**config.mk**
```make
export PLATFORM = sky130hd
export DESIGN_NAME = spc_standby_ctrl
export DESIGN_NICKNAME = d
export VERILOG_FILES = /design/src/core/spc_standby_ctrl.v /design/src/core/spc_axil_slave.v /design/src/core/spc_ram_bias.v
export VERILOG_INCLUDE_DIRS = /design/src /design/src/core
export SDC_FILE = /design/constraint.sdc
export NUM_CORES = 1
export LEC_CHECK = 0
export BUFFER_PORTS_ARGS = -buffer_cell sky130_fd_sc_hd__buf_2
export CORE_MARGIN = 5
export CORE_UTILIZATION = 50
export DETAILED_ROUTE_END_ITERATION = 6
export HOLD_SLACK_MARGIN = 0.02
export PLACE_DENSITY = 0.73
export SYNTH_ARGS = -nofsm -noshare
export SYNTH_HDL_FRONTEND = slang
export SYNTH_HIERARCHICAL = 1
export SYNTH_SLANG_ARGS = --single-unit
```
**constraint.sdc**
```tcl
create_clock -name clk_i -period 3.5 [get_ports clk_i]
set_input_delay 0.35 -clock clk_i [delete_from_list [all_inputs] [get_ports clk_i]]
set_output_delay 0.35 -clock clk_i [all_outputs]
set_load 0.02 [all_outputs]
```
**src/core/spc_defines.vh**
```
// register offsets, field positions and reset values of the standby power-state control
`ifndef SPC_DEFINES_VH
`define SPC_DEFINES_VH

// byte offsets on the register bus
`define SPC_OFF_STDBY_CFG   8'h00
`define SPC_OFF_SLEEP_CTRL  8'h04
`define SPC_OFF_SRAM_SW     8'h08
`define SPC_OFF_STATUS      8'h0c

// standby_config_register fields
`define SPC_CFG_DOM_LSB     0
`define SPC_CFG_DOM_W       2
`define SPC_CFG_BIAS_LSB    4
`define SPC_CFG_BIAS_W      2
`define SPC_CFG_RST         32'h0000_0000

// domain_config_field encodings
`define SPC_DOM_AUTO        2'h0
`define SPC_DOM_ACTIVE      2'h1
`define SPC_DOM_RETAIN      2'h2

// ram_back_bias_field encodings
`define SPC_BIAS_NONE       2'h0
`define SPC_BIAS_RETAIN     2'h1
`define SPC_BIAS_STANDBY    2'h2
`define SPC_BIAS_OFF        2'h3

// sleep control fields
`define SPC_SLP_REQ_BIT     0
`define SPC_SLP_REGRUN_BIT  1

// sram switch reset: every portion retained
`define SPC_SRAM_SW_RST     8'hff

// axi response codes
`define SPC_RESP_OKAY       2'h0
`define SPC_RESP_SLVERR     2'h2

// wake settling time in ns and derived cycles at 4 ns
`define SPC_WAKE_NS         40
`define SPC_CLK_NS          4
`define SPC_WAKE_CYC        ((`SPC_WAKE_NS + `SPC_CLK_NS - 1) / `SPC_CLK_NS)

`endif

```
**src/core/spc_standby_ctrl.v**
```verilog
// standby power-state controller: domain, ram, nvm and regulator choice
`timescale 1ns/100ps
`include "spc_defines.vh"
module spc_standby_ctrl #(
  parameter GROUPS   = 2,
  parameter PORTIONS = 8
) (
  input  wire                clk_i,
  input  wire                rst_n_i,
  input  wire [7:0]          s_axi_awaddr_i,
  input  wire                s_axi_awvalid_i,
  output wire                s_axi_awready_o,
  input  wire [31:0]         s_axi_wdata_i,
  input  wire [3:0]          s_axi_wstrb_i,
  input  wire                s_axi_wvalid_i,
  output wire                s_axi_wready_o,
  output wire [1:0]          s_axi_bresp_o,
  output wire                s_axi_bvalid_o,
  input  wire                s_axi_bready_i,
  input  wire [7:0]          s_axi_araddr_i,
  input  wire                s_axi_arvalid_i,
  output wire                s_axi_arready_o,
  output wire [31:0]         s_axi_rdata_o,
  output wire [1:0]          s_axi_rresp_o,
  output wire                s_axi_rvalid_o,
  input  wire                s_axi_rready_i,
  input  wire                wake_i,
  input  wire                domain_busy_i,
  input  wire                nvm_access_i,
  input  wire                sleepwalk_clk_i,
  input  wire                low_power_ref_ready_i,
  output reg                 domain_retain_o,
  output reg  [GROUPS-1:0]   ram_back_bias_o,
  output reg  [PORTIONS-1:0] sram_portion_on_o,
  output reg                 nvm_low_power_o,
  output reg                 main_reg_on_o,
  output reg                 lp_reg_on_o,
  output reg                 dma_sram_grant_o,
  output reg                 in_standby_o
);
  localparam ST_ACTIVE = 2'h0;
  localparam ST_ENTER  = 2'h1;
  localparam ST_STDBY  = 2'h2;
  localparam ST_WAKE   = 2'h3;
  localparam WAKE_CYC  = `SPC_WAKE_CYC;

  reg  [1:0]          state_q;
  reg  [1:0]          state_d;
  reg  [7:0]          wake_cnt_q;
  reg  [7:0]          wake_cnt_d;
  reg                 retained_q;
  reg                 retained_d;
  reg  [1:0]          dom_cfg_q;
  reg  [2*GROUPS-1:0] bias_q;
  reg                 sleep_req_q;
  reg                 reg_run_q;
  reg  [PORTIONS-1:0] sram_sw_q;
  reg  [31:0]         rd_data;
  reg                 rd_err;
  reg                 wr_err;

  wire                wr_en;
  wire [7:0]          wr_addr;
  wire [31:0]         wr_data;
  wire [3:0]          wr_strb;
  wire [7:0]          rd_addr;
  wire [GROUPS-1:0]   bias_w;
  wire [PORTIONS-1:0] portion_w;
  wire                standby;
  wire                retained;
  wire                bias_zero;
  wire                grant_d;

  ////////////////////////////////////////////////////////////////////////////
  // bus front end
  spc_axil_slave u_bus (
    .clk_i     (clk_i),
    .rst_n_i   (rst_n_i),
    .awaddr_i  (s_axi_awaddr_i),
    .awvalid_i (s_axi_awvalid_i),
    .awready_o (s_axi_awready_o),
    .wdata_i   (s_axi_wdata_i),
    .wstrb_i   (s_axi_wstrb_i),
    .wvalid_i  (s_axi_wvalid_i),
    .wready_o  (s_axi_wready_o),
    .bresp_o   (s_axi_bresp_o),
    .bvalid_o  (s_axi_bvalid_o),
    .bready_i  (s_axi_bready_i),
    .araddr_i  (s_axi_araddr_i),
    .arvalid_i (s_axi_arvalid_i),
    .arready_o (s_axi_arready_o),
    .rdata_o   (s_axi_rdata_o),
    .rresp_o   (s_axi_rresp_o),
    .rvalid_o  (s_axi_rvalid_o),
    .rready_i  (s_axi_rready_i),
    .wr_en_o   (wr_en),
    .wr_addr_o (wr_addr),
    .wr_data_o (wr_data),
    .wr_strb_o (wr_strb),
    .wr_err_i  (wr_err),
    .rd_addr_o (rd_addr),
    .rd_data_i (rd_data),
    .rd_err_i  (rd_err)
  );

  ////////////////////////////////////////////////////////////////////////////
  // register file
  // offsets that answer on the bus; anything else is refused with no store
  function reg_mapped;
    input [7:0] addr;
    begin
      case (addr)
        `SPC_OFF_STDBY_CFG:  reg_mapped = 1'b1;
        `SPC_OFF_SLEEP_CTRL: reg_mapped = 1'b1;
        `SPC_OFF_SRAM_SW:    reg_mapped = 1'b1;
        `SPC_OFF_STATUS:     reg_mapped = 1'b1;
        default:             reg_mapped = 1'b0;
      endcase
    end
  endfunction

  always @* begin
    wr_err = !reg_mapped(wr_addr);
  end

  always @(posedge clk_i) begin
    if (!rst_n_i) begin
      dom_cfg_q   <= `SPC_DOM_AUTO;
      bias_q      <= {2*GROUPS{1'b0}};
      sleep_req_q <= 1'b0;
      reg_run_q   <= 1'b0;
      // every portion kept until software asks for less
      sram_sw_q   <= {PORTIONS{1'b1}};
    end else begin
      // every field sits in byte lane 0, so only that strobe is looked at
      if (wr_en && wr_strb[0]) begin
        case (wr_addr)
          `SPC_OFF_STDBY_CFG: begin
            dom_cfg_q <= wr_data[`SPC_CFG_DOM_LSB +: `SPC_CFG_DOM_W];
            bias_q    <= wr_data[`SPC_CFG_BIAS_LSB +: 2*GROUPS];
          end
          `SPC_OFF_SLEEP_CTRL: begin
            reg_run_q <= wr_data[`SPC_SLP_REGRUN_BIT];
          end
          `SPC_OFF_SRAM_SW: sram_sw_q <= wr_data[PORTIONS-1:0];
          default: ;
        endcase
      end
      // request wins in its own cycle; cleared once the wake completes
      if (wr_en && wr_strb[0] && wr_addr == `SPC_OFF_SLEEP_CTRL) begin
        sleep_req_q <= wr_data[`SPC_SLP_REQ_BIT];
      end else if (state_q == ST_WAKE && wake_cnt_q == 8'h00) begin
        sleep_req_q <= 1'b0;
      end
    end
  end

  always @* begin
    rd_data = 32'h0000_0000;
    rd_err  = !reg_mapped(rd_addr);
    case (rd_addr)
      `SPC_OFF_STDBY_CFG: begin
        rd_data[`SPC_CFG_DOM_LSB +: `SPC_CFG_DOM_W] = dom_cfg_q;
        rd_data[`SPC_CFG_BIAS_LSB +: 2*GROUPS]      = bias_q;
      end
      `SPC_OFF_SLEEP_CTRL: begin
        rd_data[`SPC_SLP_REQ_BIT]    = sleep_req_q;
        rd_data[`SPC_SLP_REGRUN_BIT] = reg_run_q;
      end
      `SPC_OFF_SRAM_SW: rd_data[PORTIONS-1:0] = sram_sw_q;
      `SPC_OFF_STATUS: begin
        rd_data[1:0] = state_q;
        rd_data[2]   = retained_q;
        rd_data[3]   = lp_reg_on_o;
        rd_data[4]   = main_reg_on_o;
        rd_data[5]   = dma_sram_grant_o;
      end
      default: ;
    endcase
  end

  ////////////////////////////////////////////////////////////////////////////
  // sleep sequencer
  always @* begin
    state_d    = state_q;
    wake_cnt_d = wake_cnt_q;
    retained_d = retained_q;
    case (state_q)
      ST_ACTIVE: begin
        if (sleep_req_q) begin
          state_d = ST_ENTER;
        end
      end
      ST_ENTER: begin
        // activity is judged once, at entry; later traffic does not undo retention
        case (dom_cfg_q)
          `SPC_DOM_ACTIVE:   retained_d = 1'b0;
          `SPC_DOM_RETAIN:   retained_d = 1'b1;
          default:           retained_d = !domain_busy_i;
        endcase
        state_d = ST_STDBY;
      end
      ST_STDBY: begin
        // wake is a level, so one raised during entry is still seen here
        if (wake_i) begin
          state_d    = ST_WAKE;
          retained_d = 1'b0;
          wake_cnt_d = WAKE_CYC[7:0];
        end
      end
      ST_WAKE: begin
        // hold off access until supplies and ram bias settle
        if (wake_cnt_q == 8'h00) begin
          state_d = ST_ACTIVE;
        end else begin
          wake_cnt_d = wake_cnt_q - 8'h01;
        end
      end
      default: state_d = ST_ACTIVE;
    endcase
  end

  always @(posedge clk_i) begin
    if (!rst_n_i) begin
      state_q    <= ST_ACTIVE;
      wake_cnt_q <= 8'h00;
      retained_q <= 1'b0;
    end else begin
      state_q    <= state_d;
      wake_cnt_q <= wake_cnt_d;
      retained_q <= retained_d;
    end
  end

  assign standby   = (state_q == ST_STDBY);
  assign retained  = standby && retained_q;
  assign bias_zero = (bias_q == {2*GROUPS{1'b0}});
  // access is given in active, and in standby when the domain is not retained and no bias field is set; none during the wake settle
  assign grant_d   = (state_q == ST_ACTIVE) ||
                     (standby && !retained_q && bias_zero);

  spc_ram_bias #(
    .GROUPS   (GROUPS),
    .PORTIONS (PORTIONS)
  ) u_bias (
    .bias_cfg_i   (bias_q),
    .standby_i    (standby),
    .retained_i   (retained),
    .sram_sw_i    (sram_sw_q),
    .back_bias_o  (bias_w),
    .portion_on_o (portion_w)
  );

  ////////////////////////////////////////////////////////////////////////////
  // registered power outputs
  always @(posedge clk_i) begin
    if (!rst_n_i) begin
      domain_retain_o   <= 1'b0;
      ram_back_bias_o   <= {GROUPS{1'b0}};
      sram_portion_on_o <= {PORTIONS{1'b1}};
      nvm_low_power_o   <= 1'b0;
      // active mode runs from the main regulator
      main_reg_on_o     <= 1'b1;
      lp_reg_on_o       <= 1'b0;
      dma_sram_grant_o  <= 1'b0;
      in_standby_o      <= 1'b0;
    end else begin
      in_standby_o      <= standby;
      domain_retain_o   <= retained;
      ram_back_bias_o   <= bias_w;
      sram_portion_on_o <= portion_w;
      if (retained) begin
        nvm_low_power_o <= 1'b1;
        main_reg_on_o   <= reg_run_q;
      end else if (standby) begin
        nvm_low_power_o <= !nvm_access_i;
        main_reg_on_o   <= sleepwalk_clk_i;
      end else begin
        nvm_low_power_o <= 1'b0;
        main_reg_on_o   <= 1'b1;
      end
      // the low-power regulator counts as on only with its reference ready
      lp_reg_on_o      <= low_power_ref_ready_i;
      dma_sram_grant_o <= grant_d;
    end
  end
endmodule // spc_standby_ctrl

```
**src/core/spc_axil_slave.v**
```verilog
// axi4-lite slave front end: one write and one read at a time
`timescale 1ns/100ps
`include "spc_defines.vh"
module spc_axil_slave (
  input  wire        clk_i,
  input  wire        rst_n_i,
  input  wire [7:0]  awaddr_i,
  input  wire        awvalid_i,
  output reg         awready_o,
  input  wire [31:0] wdata_i,
  input  wire [3:0]  wstrb_i,
  input  wire        wvalid_i,
  output reg         wready_o,
  output reg  [1:0]  bresp_o,
  output reg         bvalid_o,
  input  wire        bready_i,
  input  wire [7:0]  araddr_i,
  input  wire        arvalid_i,
  output reg         arready_o,
  output reg  [31:0] rdata_o,
  output reg  [1:0]  rresp_o,
  output reg         rvalid_o,
  input  wire        rready_i,
  output reg         wr_en_o,
  output reg  [7:0]  wr_addr_o,
  output reg  [31:0] wr_data_o,
  output reg  [3:0]  wr_strb_o,
  input  wire        wr_err_i,
  output wire [7:0]  rd_addr_o,
  input  wire [31:0] rd_data_i,
  input  wire        rd_err_i
);
  reg        aw_have_q;
  reg        w_have_q;
  reg  [7:0] araddr_q;

  assign rd_addr_o = araddr_q;

  ////////////////////////////////////////////////////////////////////////////
  // write: address and data taken in either order
  always @(posedge clk_i) begin
    if (!rst_n_i) begin
      awready_o <= 1'b1;
      wready_o  <= 1'b1;
      aw_have_q <= 1'b0;
      w_have_q  <= 1'b0;
      bvalid_o  <= 1'b0;
      bresp_o   <= `SPC_RESP_OKAY;
      wr_en_o   <= 1'b0;
      wr_addr_o <= 8'h00;
      wr_data_o <= 32'h0000_0000;
      wr_strb_o <= 4'h0;
    end else begin
      wr_en_o <= 1'b0;
      if (awvalid_i && awready_o) begin
        wr_addr_o <= {awaddr_i[7:2], 2'b00};
        aw_have_q <= 1'b1;
        awready_o <= 1'b0;
      end
      if (wvalid_i && wready_o) begin
        wr_data_o <= wdata_i;
        wr_strb_o <= wstrb_i;
        w_have_q  <= 1'b1;
        wready_o  <= 1'b0;
      end
      if (aw_have_q && w_have_q && !bvalid_o && !wr_en_o) begin
        wr_en_o <= 1'b1;
      end
      if (wr_en_o) begin
        bvalid_o  <= 1'b1;
        bresp_o   <= wr_err_i ? `SPC_RESP_SLVERR : `SPC_RESP_OKAY;
        aw_have_q <= 1'b0;
        w_have_q  <= 1'b0;
      end
      if (bvalid_o && bready_i) begin
        bvalid_o  <= 1'b0;
        awready_o <= 1'b1;
        wready_o  <= 1'b1;
      end
    end
  end

  ////////////////////////////////////////////////////////////////////////////
  // read: address taken, data one cycle later
  always @(posedge clk_i) begin
    if (!rst_n_i) begin
      arready_o <= 1'b1;
      araddr_q  <= 8'h00;
      rvalid_o  <= 1'b0;
      rdata_o   <= 32'h0000_0000;
      rresp_o   <= `SPC_RESP_OKAY;
    end else begin
      if (arvalid_i && arready_o) begin
        araddr_q  <= {araddr_i[7:2], 2'b00};
        arready_o <= 1'b0;
      end else if (!arready_o && !rvalid_o) begin
        rvalid_o <= 1'b1;
        rdata_o  <= rd_err_i ? 32'h0000_0000 : rd_data_i;
        rresp_o  <= rd_err_i ? `SPC_RESP_SLVERR : `SPC_RESP_OKAY;
      end
      if (rvalid_o && rready_i) begin
        rvalid_o  <= 1'b0;
        arready_o <= 1'b1;
      end
    end
  end
endmodule // spc_axil_slave

```
**src/core/spc_ram_bias.v**
```verilog
// per ram group back-bias decision and sram portion retention
`timescale 1ns/100ps
`include "spc_defines.vh"
module spc_ram_bias #(
  parameter GROUPS   = 2,
  parameter PORTIONS = 8
) (
  input  wire [2*GROUPS-1:0] bias_cfg_i,
  input  wire                standby_i,
  input  wire                retained_i,
  input  wire [PORTIONS-1:0] sram_sw_i,
  output wire [GROUPS-1:0]   back_bias_o,
  output wire [PORTIONS-1:0] portion_on_o
);
  function bias_on;
    input [1:0] f;
    input       stby;
    input       ret;
    begin
      case (f)
        `SPC_BIAS_NONE:    bias_on = stby & ret;
        `SPC_BIAS_RETAIN:  bias_on = stby & ret;
        `SPC_BIAS_STANDBY: bias_on = stby;
        default:            bias_on = 1'b0;
      endcase
    end
  endfunction

  genvar g;
  generate
    for (g = 0; g < GROUPS; g = g + 1) begin : g_grp
      assign back_bias_o[g] = bias_on(bias_cfg_i[2*g+1:2*g], standby_i, retained_i);
    end
  endgenerate

  // portions with their switch clear lose power in standby only
  assign portion_on_o = standby_i ? sram_sw_i : {PORTIONS{1'b1}};
endmodule // spc_ram_bias

```
# Word level (Yosys, flattened, before mapping)

Cells that the tools add are included.

Output and inout bits: 57
Bits in writable memories: 0
Word-level logic and storage cells: 130
Latch bits: 0
Register bits after elaboration: 108
Memories: 0
Memory bits (read-only): 0

Div/mod/pow operators: 0
Add/subtract/negate cells: 1
Reduce and logical (&&, ||, !) cells: 48
Shift operators: 0
Multipliers: 0
Multiplexer cells: 28
Magnitude comparators: 0
Bitwise gates (word level): 3
Equal/unequal tests: 19

Operator list:

| kind                                                                  | count |
|---|---|
| 6-bit by 2-bit equality test with 1-bit output, second input constant | 4 |
| 8-bit logical NOT                                                     | 3 |
| 8-bit two-way mux                                                     | 3 |
| 2-bit one-hot mux with 4 select lines                                 | 2 |
| 8-bit one-hot mux with 2 select lines                                 | 1 |
| 1-bit logical AND                                                     | 15 |
| 6-bit by 1-bit equality test with 1-bit output, second input constant | 2 |
| 2-bit AND reduction                                                   | 6 |
| 2-bit equality test, second input constant                            | 5 |
| 1-bit two-way mux                                                     | 10 |
| 2-bit two-way mux                                                     | 5 |
| 2-bit OR reduction                                                    | 5 |
| 2-bit by 1-bit equality test with 1-bit output, second input constant | 4 |
| 1-bit one-hot mux with 2 select lines                                 | 4 |
| 2-bit one-hot mux with 2 select lines                                 | 2 |
| 4-bit OR reduction                                                    | 2 |
| 8-bit by 1-bit subtractor with 8-bit output, second input constant    | 1 |
| 1-bit logical NOT                                                     | 7 |
| 2-bit logical NOT                                                     | 3 |
| 2-bit != test, second input constant                                  | 3 |
| 2-bit one-hot mux with 3 select lines                                 | 1 |
| 3-bit AND reduction                                                   | 2 |
| 2-bit nonzero test                                                    | 3 |
| 4-bit logical NOT                                                     | 1 |
| 4 further kinds                                                       | 5 |

# Logic depth before layout (Yosys ltp)

Gate-level depths: netlist of run 1.

Depth after elaboration: 4
Mapped depth: 7

# Cells and area by module

The synthesis of run 1 kept the hierarchy.

Modules (own cells, without submodules):

| module           | sequential area each (um^2) | area each (um^2) | times used | cells each |
|---|---|---|---|---|
| spc_axil_slave   | 1801.7                      | 3796.1           | 1          | 406 |
| spc_standby_ctrl | 860.8                       | 1936.9           | 1          | 209 |
| spc_ram_bias     | 0.0                         | 83.8             | 1          | 13 |

# Worst setup path before layout of run 1

OpenSTA, ideal clock, no wires.

Kind: reg-to-reg
From: register wake_cnt_q[2]
To: register state_q[0]
Data required time: 3384 ps
Data arrival time: 1883 ps
Path slack: 1501 ps
Clock period less this slack: 1999 ps
Library setup time: 116 ps
Buffers on the path: 1
Stages on the path, launching flop included: 6
Path through: dfxtp_1 -> or4_1 -> clkbuf_2 -> or4b_4 -> a211o_1 -> o211a_1

Longest elaborated chain between the ends: 3

Ends and longest elaborated chain:

| item                                               | RTL line               | source |
|---|---|---|
| from (decl)                                        | spc_standby_ctrl.v:49  | `reg [7:0] wake_cnt_q;` |
| from (signal assigned)                             | spc_standby_ctrl.v:230 | `wake_cnt_q <= wake_cnt_d;` |
| 8-bit logical NOT                                  | spc_standby_ctrl.v:213 | `if (wake_cnt_q == 8'h00) begin` |
| 2-bit by 1-bit != test with 1-bit output (no line) | n/a                    |  |
| 3-bit AND reduction (no line)                      | n/a                    |  |
| to (signal assigned)                               | spc_standby_ctrl.v:229 | `state_q <= state_d;` |
| to (decl)                                          | spc_standby_ctrl.v:47  | `reg [1:0] state_q;` |

Every way passes these cells.
A chain may end at the register's enable or synchronous reset.

# Final worst setup path of run 1

From: register u_bus.araddr_q[7], in the netlist u_bus/rd_addr_o[7]
To: register u_bus.rdata_o[2]

Elaborated cells between the ends (all ways): 8
Those cells by class: 3 x eq/ne; 3 x mux; 2 x reduce/logical

RTL lines:

| item                                           | RTL line               | source |
|---|---|---|
| from (decl)                                    | spc_axil_slave.v:35    | `reg [7:0] araddr_q;` |
| from (signal assigned)                         | spc_axil_slave.v:94    | `araddr_q <= {araddr_i[7:2], 2'b00};` |
| 6-bit by 2-bit equality test with 1-bit output | spc_standby_ctrl.v:161 | `case (rd_addr)` |
| 2-bit one-hot mux with 2 select lines *        | spc_standby_ctrl.v:161 |  |
| named net rd_data[2]                           | spc_standby_ctrl.v:58  | `reg [31:0] rd_data;` |
| 8-bit two-way mux *                            | spc_axil_slave.v:98    | `rdata_o <= rd_err_i ? 32'h0000_0000 : rd_data_i;` |
| to (signal assigned)                           | spc_axil_slave.v:98    |  |
| to (decl)                                      | spc_axil_slave.v:20    | `output reg [31:0] rdata_o,` |

The timed path passes the listed nets; every way through them passes the cells marked *.

==> impl_metrics.env, run 1 <==
export IMPL_status="complete, no violations"
export IMPL_rsz0062_at_grt="no"
export IMPL_area_sequential_sq_um=2125
export IMPL_post_dp_hpwl_um=7023
export IMPL_syn_inst=514
export IMPL_root_buffer="clkbuf_8"
export IMPL_ctsResizeCount=0
export IMPL_clk_latency_ns=0.35
export IMPL_grtUsageTotal_pct=18.14
export IMPL_end_kind="flip-flop"
export IMPL_setup_viol_count_final=0
export IMPL_row_count=35
export IMPL_relSlewSlack_pct=29.63
export IMPL_antenna_found_initial=0
export IMPL_leakage_nw=2.212
export IMPL_required_ns=3.78
export IMPL_worst_slack_ns=1.015
export IMPL_crit_path_max_incr_delay_ns=0.71
export IMPL_cp_max_fo=39
export IMPL_finalSetupTns_ns=0
export IMPL_cp_slowest_cell="nand2_1"
export IMPL_clkTransAtPathRegs_ns=0.09
export IMPL_die_w_um=107.1
export IMPL_vias=3796
export IMPL_dr_pass1_iters=4
export IMPL_grt_max_degree=70
export IMPL_multi_input_area_sq_um=2379
export IMPL_netlist_area_sq_um=4713
export IMPL_worst_slew_pin_slew_ns=1.053
export IMPL_antenna_cells=0
export IMPL_syn_area_per_cell_sq_um=9.170
export IMPL_fmax_mhz=402.4
export IMPL_drive_gt1_share_pct=20.37
export IMPL_dpl_cell_count=689
export IMPL_fin_hold_ws_ns=0.1840
export IMPL_gr_total_overflow=0
export IMPL_post_cts_buffers=0
export IMPL_initial_core_util_pct=51.25
export IMPL_dieArea_sq_um=11470
export IMPL_core_area_sq_um=9196
export IMPL_irDropWorstVdd_uv=275.2
export IMPL_ant_nets=0
export IMPL_grt_pass1_vias=3572
export IMPL_slew_violations=0
export IMPL_htree_levels=3
export IMPL_drv_cap=0
export IMPL_fillers=824
export IMPL_numPortBuffers=87
export IMPL_cts_tree="built"
export IMPL_min_period_ns=2.485
export IMPL_cts_hold_buffers_added=0
export IMPL_synth_warnings=6
export IMPL_cts_sinks=106
export IMPL_p_total_mw=2.236
export IMPL_die_h_um=107.1
export IMPL_pwr_density_cell_nw_per_um2=417.5
export IMPL_vias_per_cell=5.384
export IMPL_holdCritStartpoint="nvm_access_i"
export IMPL_io_pin_count=121
export IMPL_arrival_ns=2.76
export IMPL_hold_viol=0
export IMPL_nets=660
export IMPL_finalClockSkew_ns=0.006173
export IMPL_cts_buffers=9
export IMPL_wl_per_cell_um=14.33
export IMPL_place_congestion=0.8318
export IMPL_crit_chain="nor4_1 > nand2_1 > nor3b_1 > or4b_1 > a21oi_1"
export IMPL_wl_um=10100
export IMPL_syn2layout_area_growth_pct=13.62
export IMPL_crit_type="flip-flop to flip-flop"
export IMPL_finalCritPeriodShare_pct=70.99
export IMPL_post_place_ws_ns=1.012
export IMPL_drt_iter0_markers=166
export IMPL_final_cells=705
export IMPL_route_detailed_drc=0
export IMPL_worstReg2RegStart="u_bus/rd_addr_o[7]"
export IMPL_grt_pass1_wl_um=16930
export IMPL_critPathLaunch="u_bus/rd_addr_o[7]"
export IMPL_cts_path_max_buffers=2
export IMPL_hold_class="primary input to flip-flop"
export IMPL_start_kind="flip-flop"
sequential cells by signal, summed over array words and instances, names as in the netlist, 2 cells and up:
register	count
u_bus/wr_addr_o	6
bias_q	4
u_bus/rd_addr_o	6
state_q	2
dom_cfg_q	2
sram_portion_on_o	8
ram_back_bias_o	2
sram_sw_q	8
u_bus/rdata_o	32
wake_cnt_q	8
u_bus/wr_data_o	8
through the flow:
step | cell area (sq um) | utilization, %
global placement | 5141 | 55.90
detailed placement | 5141 | 55.90
finish | 5355 | 58.23
floorplan | 4818 | -
CTS | 5355 | 58.23
global route | 5355 | 58.23
metal layers:
layer / vias to the layer above / routed length, um / part of all wire [%] / track usage, %
met3: 6 / 558 / 5.5 / 4.214
met5: - / 0 / 0 / 0
met1: 1749 / 4702 / 47 / 24.47
met2: 84 / 4761 / 47 / 28.51
li1: 1957 / - / - / -
met4: 0 / 79 / 0.78 / 6.210
layout make-up:
cell class | count | share of cell area, %
sequential | 106 | 39.67
multi-input combinational | 370 | 44.42
clock buffer | 12 | 3.084
inverter | 13 | 0.9112
timing repair buffer | 89 | 8.411
clock inverter | 4 | 0.9112
tap | 111 | 2.593
placed cells by master (no fill, tap or decap), types with 4 or more instances in the layout:
master	n
o21ai_0	13
ha_1	7
and2_1	4
nand3_1	29
mux2i_1	22
nand2_1	27
nor3_1	8
a21oi_1	60
o21ai_1	29
conb_1	30
buf_2	87
dfxtp_1	104
a21bo_1	17
a21bo_2	4
nand2b_1	22
clkbuf_8	12
nor2_1	18
or4b_1	32
inv_1	9
power breakdown:
part           switching (mW)  leakage [nW]  total, mW  internal (mW)
Clock                   0.396         0.112      0.785          0.389
Sequential             0.0560         0.861       1.29           1.23
Combinational          0.0942          1.24      0.161         0.0673
Total                   0.546          2.21       2.24           1.69
critical path, delay by kind of cell, from the launching register on:
kind / cells / cell delay, ns
DFF: 1 / 0.32
and+or+nand+nor: 4 / 1.95
AOI/OAI and AO/OA: 1 / 0.15
final timing paths:
check	endpoint	slack [ns]	cells after the start
min reg2reg	u_bus/wr_en_o	0.44	2
min	nvm_low_power_o	0.18	2
max reg2reg	u_bus/rdata_o[2]	1.02	5
max	u_bus/rdata_o[2]	1.02	5
Note: power is estimated with default switching activity, not from simulation.
==> run 2: changes to the inputs <==
- ABC_AREA: default -> 1
- PLACE_DENSITY: 0.73 -> 0.74
- clock period: 3.5 -> 2.4 ns (I/O delays scaled with it)
==> impl_metrics.env, run 2 <==
export IMPL_fin_hold_ws_ns=0.05796
export IMPL_cts_tree="built"
export IMPL_initial_core_util_pct=51.56
export IMPL_finalClockSkew_ns=0.007025
export IMPL_netlist_area_sq_um=4541
export IMPL_worst_slack_ns=0.3841
export IMPL_htree_levels=3
export IMPL_critical_path_top_delay_family="simple AND/OR/NAND/NOR gates"
export IMPL_drv_cap=0
export IMPL_die_h_um=105.3
export IMPL_relSlewSlack_pct=56.76
export IMPL_numPortBuffers=87
export IMPL_gr_total_overflow=0
export IMPL_fmax_mhz=496.0
export IMPL_worst_slew_pin_slew_ns=0.6462
export IMPL_synth_warnings=6
export IMPL_hold_class="primary input to flip-flop"
export IMPL_rsz0062_at_grt="no"
export IMPL_finalSetupTns_ns=0
export IMPL_placed_area_sq_um=5045
export IMPL_fin_util_pct=59.62
export IMPL_arrival_ns=2.31
export IMPL_path_buf_inv=1
export IMPL_cts_hold_buffers_added=0
export IMPL_syn_inst=614
export IMPL_core_area_sq_um=8806
export IMPL_clkTransAtPathRegs_ns=0.09
export IMPL_worstHoldEndpoint="nvm_low_power_o"
export IMPL_layout_commonest_cell="nor2_1"
export IMPL_status="complete, no violations"
export IMPL_dpl_cell_count=807
export IMPL_row_count=34
export IMPL_regMostFlops="u_bus/rdata_o"
export IMPL_timing_rr_end="u_bus/rdata_o[1]"
export IMPL_holdCritStartpoint="nvm_access_i"
export IMPL_antenna_cells=0
export IMPL_largest_reg_flops=32
export IMPL_grtUsageTotal_pct=17.81
export IMPL_wl_per_cell_um=12.07
export IMPL_grt_pass1_wl_um=16580
export IMPL_crit_top_cell="nand2_1"
export IMPL_hold_viol=0
export IMPL_crit_chain="nor2_1 > nand2_1 > nor4_1 > nor2_1 > inv_1 > nand2_1 > nand2_1 > nand2_1 > nor2_1"
export IMPL_syn_area_per_cell_sq_um=7.395
export IMPL_post_cts_buffers=0
export IMPL_final_cells=821
export IMPL_die_w_um=105.3
export IMPL_required_ns=2.69
export IMPL_crit_path_max_incr_delay_ns=0.50
export IMPL_root_buffer="clkbuf_8"
export IMPL_ant_nets=0
export IMPL_min_period_ns=2.016
export IMPL_vias=4051
export IMPL_pwr_density_cell_nw_per_um2=784.8
export IMPL_antenna_found_initial=0
export IMPL_route_detailed_drc=0
export IMPL_worstReg2RegStart="u_bus/rd_addr_o[7]"
export IMPL_finalCritPeriodShare_pct=84.00
export IMPL_r2r_cells=9
export IMPL_irDropWorstVdd_uv=311.6
export IMPL_post_place_ws_ns=0.4755
export IMPL_grt_max_degree=57
export IMPL_hold_path_depth=2
export IMPL_dr_pass1_iters=5
export IMPL_fin_area_sq_um=5250
export IMPL_cts_sinks=106
export IMPL_drt_iter0_markers=210
export IMPL_post_dp_hpwl_um=7422
export IMPL_setup_viol_count_final=0
export IMPL_layout_common_cells="nor2_1, dfxtp_1, nand2_1"
export IMPL_start_kind="flip-flop"
export IMPL_ctsResizeCount=0
export IMPL_dieArea_sq_um=11090
export IMPL_p_total_mw=4.120
export IMPL_wl_um=9907
export IMPL_end_kind="flip-flop"
export IMPL_cts_buffers=9
export IMPL_crit_type="flip-flop to flip-flop"
export IMPL_leakage_nw=2.579
export IMPL_grt_pass1_vias=3616
export IMPL_syn2layout_area_growth_pct=15.62
export IMPL_place_congestion=0.8667
export IMPL_io_pin_count=121
export IMPL_nets=781
export IMPL_vias_per_cell=4.934
export IMPL_r2r_slack_ns=0.38
export IMPL_cp_slowest_cell="nor4_1"
export IMPL_cp_max_fo=14
export IMPL_drive_gt1_share_pct=19.07
export IMPL_cts_path_max_buffers=2
export IMPL_slew_violations=0
export IMPL_clk_latency_ns=0.35
run 2: area by class of cell:
class                   count  area (sq um)
clock buffers               9         123.9
repair buffers             90         470.5
flip-flops and latches    106          2122
inverters                  55         215.2
fillers                   832          3556
clock inverters             5         81.33
well taps                 108         135.1
multi-input cells         448          2102
run 2: how the worst max path moves through the flow:
stage / start / to / slack, ns / cells after the start
4_1_cts: u_bus/rd_addr_o[5] / u_bus/rdata_o[1] / 0.41 / 9
6_report: u_bus/rd_addr_o[7] / u_bus/rdata_o[1] / 0.38 / 9
5_1_grt: u_bus/rd_addr_o[7] / u_bus/rdata_o[1] / 0.12 / 9
2_1_floorplan: u_bus/rd_addr_o[3] / u_bus/rdata_o[6] / 0.87 / 11
3_5_place_dp: u_bus/rd_addr_o[7] / u_bus/rdata_o[1] / 0.48 / 9
3_3_place_gp: u_bus/rd_addr_o[5] / u_bus/rdata_o[1] / 0.53 / 9
run 2: worst reg2reg max path: cells and delay by family (launching register included):
family,cells,cell delay [ns]
buffers and inverters,1,0.36
DFF,1,0.32
and+or+nand+nor,8,1.28
run 2: report_power, final:
part	switching [mW]	total (mW)	internal, mW	leakage, nW
registers	0.106	2.02	1.91	0.868
logic	0.634	0.954	0.320	1.61
clock network	0.574	1.15	0.577	0.101
run 2: metal layers:
| metal | up-vias | GRT usage, % | wire length (um) |
|---|---|---|---|
| met1 | 1817 | 24.17 | 4672 |
| li1 | 2110 | - | - |
| met5 | - | 0 | 0 |
| met2 | 111 | 28.69 | 4563 |
| met3 | 13 | 3.484 | 546 |
| met4 | 0 | 5.623 | 124 |
==> run 3: changes to the inputs <==
- ABC_AREA: 1 -> 0
- PLACE_DENSITY: 0.74 -> 0.73
- clock period: 2.4 -> 1.9 ns (I/O delays scaled with it)
==> impl_metrics.env, run 3 (synthesis gave the netlist of run 1 again) <==
export IMPL_status="finished, violations left"
export IMPL_violations="negative setup slack"
export IMPL_p_int_mw=3.317
export IMPL_timing_rr_end="state_q[0]"
export IMPL_wl_um=10510
export IMPL_row_count=35
export IMPL_gr_total_overflow=0
export IMPL_dr_pass1_iters=4
export IMPL_crit_type="flip-flop to flip-flop"
export IMPL_netSwitchingFraction_pct=23.52
export IMPL_grt_max_degree=70
export IMPL_vias=3876
export IMPL_antenna_cells=0
export IMPL_holdCritStartpoint="low_power_ref_ready_i"
export IMPL_drv_cap=0
export IMPL_worstReg2RegStart="wake_cnt_q[2]"
export IMPL_nets=686
export IMPL_root_buffer="clkbuf_8"
export IMPL_vias_per_cell=5.310
export IMPL_worstHoldEndpoint="lp_reg_on_o"
export IMPL_wl_per_cell_um=14.40
export IMPL_core_area_sq_um=9196
export IMPL_power_switching_mw=1.020
export IMPL_start_kind="flip-flop"
export IMPL_required_ns=2.16
export IMPL_worst_slew_pin_slew_ns=0.6527
export IMPL_cts_buffers=9
export IMPL_area_sequential_sq_um=2135
export IMPL_drive_gt1_share_pct=25.53
export IMPL_clk_latency_ns=0.36
export IMPL_die_h_um=107.1
export IMPL_irDropWorstVdd_uv=553.8
export IMPL_fin_util_pct=61.22
export IMPL_initial_core_util_pct=51.25
export IMPL_setup_viol_count_final=1
export IMPL_grtUsageTotal_pct=18.70
export IMPL_io_pin_count=121
export IMPL_placed_area_sq_um=5338
export IMPL_die_w_um=107.1
export IMPL_pwr_density_cell_nw_per_um2=770.3
export IMPL_rsz0062_at_grt="yes"
export IMPL_ant_nets=0
export IMPL_grt_pass1_wl_um=17510
export IMPL_layout_common_cells="dfxtp_1, buf_2, a21oi_1"
export IMPL_drt_iter0_markers=124
export IMPL_finalCritPeriodShare_pct=100.6
export IMPL_clkTransAtPathRegs_ns=0.09
export IMPL_largest_reg_flops=32
export IMPL_leakage_nw=2.349
export IMPL_syn2layout_area_growth_pct=19.46
export IMPL_slew_violations=0
export IMPL_layout_commonest_cell="dfxtp_1"
export IMPL_numPortBuffers=87
export IMPL_cts_tree="built"
export IMPL_antenna_found_initial=0
export IMPL_worst_slack_ns=-0.01048
export IMPL_fillers=815
export IMPL_end_kind="flip-flop"
export IMPL_post_dp_hpwl_um=7289
export IMPL_grt_pass1_vias=3704
export IMPL_arrival_ns=2.17
export IMPL_fin_area_sq_um=5630
export IMPL_htree_levels=3
export IMPL_hold_class="primary input to flip-flop"
export IMPL_fmax_mhz=523.4
export IMPL_cp_max_fo=2
export IMPL_route_detailed_drc=0
export IMPL_cts_path_max_buffers=2
export IMPL_dieArea_sq_um=11470
export IMPL_r2r_slack_ns=-0.01
export IMPL_pwr_share_comb_pct=7.7
export IMPL_r2r_cells=4
export IMPL_p_seq_share_pct=54.6
export IMPL_cts_sinks=106
export IMPL_clkPwrFrac_pct=37.7
export IMPL_min_period_ns=1.910
export IMPL_place_congestion=0.8589
export IMPL_finalClockSkew_ns=0.008809
export IMPL_regMostFlops="u_bus/rdata_o"
export IMPL_hold_viol=0
export IMPL_relSlewSlack_pct=56.48
export IMPL_hold_path_depth=2
export IMPL_multi_input_area_sq_um=2407
## run 3: cell type report
cell class	instances	area share, %
multi-input cells	370	42.76
well taps	111	2.467
inverters	13	0.8667
clock inverters	5	1.822
repair buffers	115	11.73
clock buffers	10	2.444
flip-flops and latches	106	37.91
## run 3: worst max path at each step
stage	end	start
after CTS	state_q[0]	wake_cnt_q[2]
after floorplan	state_q[0]	wake_cnt_q[2]
final	state_q[0]	wake_cnt_q[2]
after global placement	wake_cnt_q[3]	state_q[0]
after detailed placement	wake_cnt_q[3]	state_q[0]
after global routing	state_q[0]	wake_cnt_q[2]
## run 3: metrics by stage
stage	TNS [ns]	instances	hold WS, ns	power [mW]	setup slack (ns)
floorplan	-0.1034	542	0.2618	2.651	-0.05942
global placement	0	713	0.3825	2.736	0.01586
detailed placement	-0.1610	713	0.3830	2.750	-0.06521
CTS	0	730	0.03921	4.378	0.003124
global route	-0.2131	730	0.03814	4.516	-0.05988
finish	-0.01048	730	0.04780	4.337	-0.01048
## run 3: routing by layer
metal	share of wire (%)	track usage (%)	vias to the layer above
li1	-	-	2005
met1	46	24.32	1768
met2	47	31.37	89
met3	5.3	3.311	14
met4	1.7	6.119	0
met5	0	0	-
## run 3: power groups by stage
| stage | Sequential, mW | Combinational [mW] | Clock (mW) |
|---|---|---|---|
| 2_1_floorplan | 2.38 | 0.275 | 0 |
| 3_3_place_gp | 2.41 | 0.322 | 0 |
| 3_5_place_dp | 2.42 | 0.331 | 0 |
| 4_1_cts | 2.37 | 0.335 | 1.67 |
| 5_1_grt | 2.38 | 0.373 | 1.76 |
| 6_report | 2.37 | 0.336 | 1.63 |
## run 3: timing repair
action,CTS,global route
hold endpoints to repair,1,0
hold buffers,1,0
setup endpoints to repair,9,13
setup buffers,1,0
pin swaps,1,2
gates resized for setup,5,10
## run 3: worst max-delay path: stages, from the launching register on
cell and delay, ns:
dfxtp_2 0.33, or4_4 0.53, or4b_4 0.55, a211o_1 0.28, o211a_1 0.12
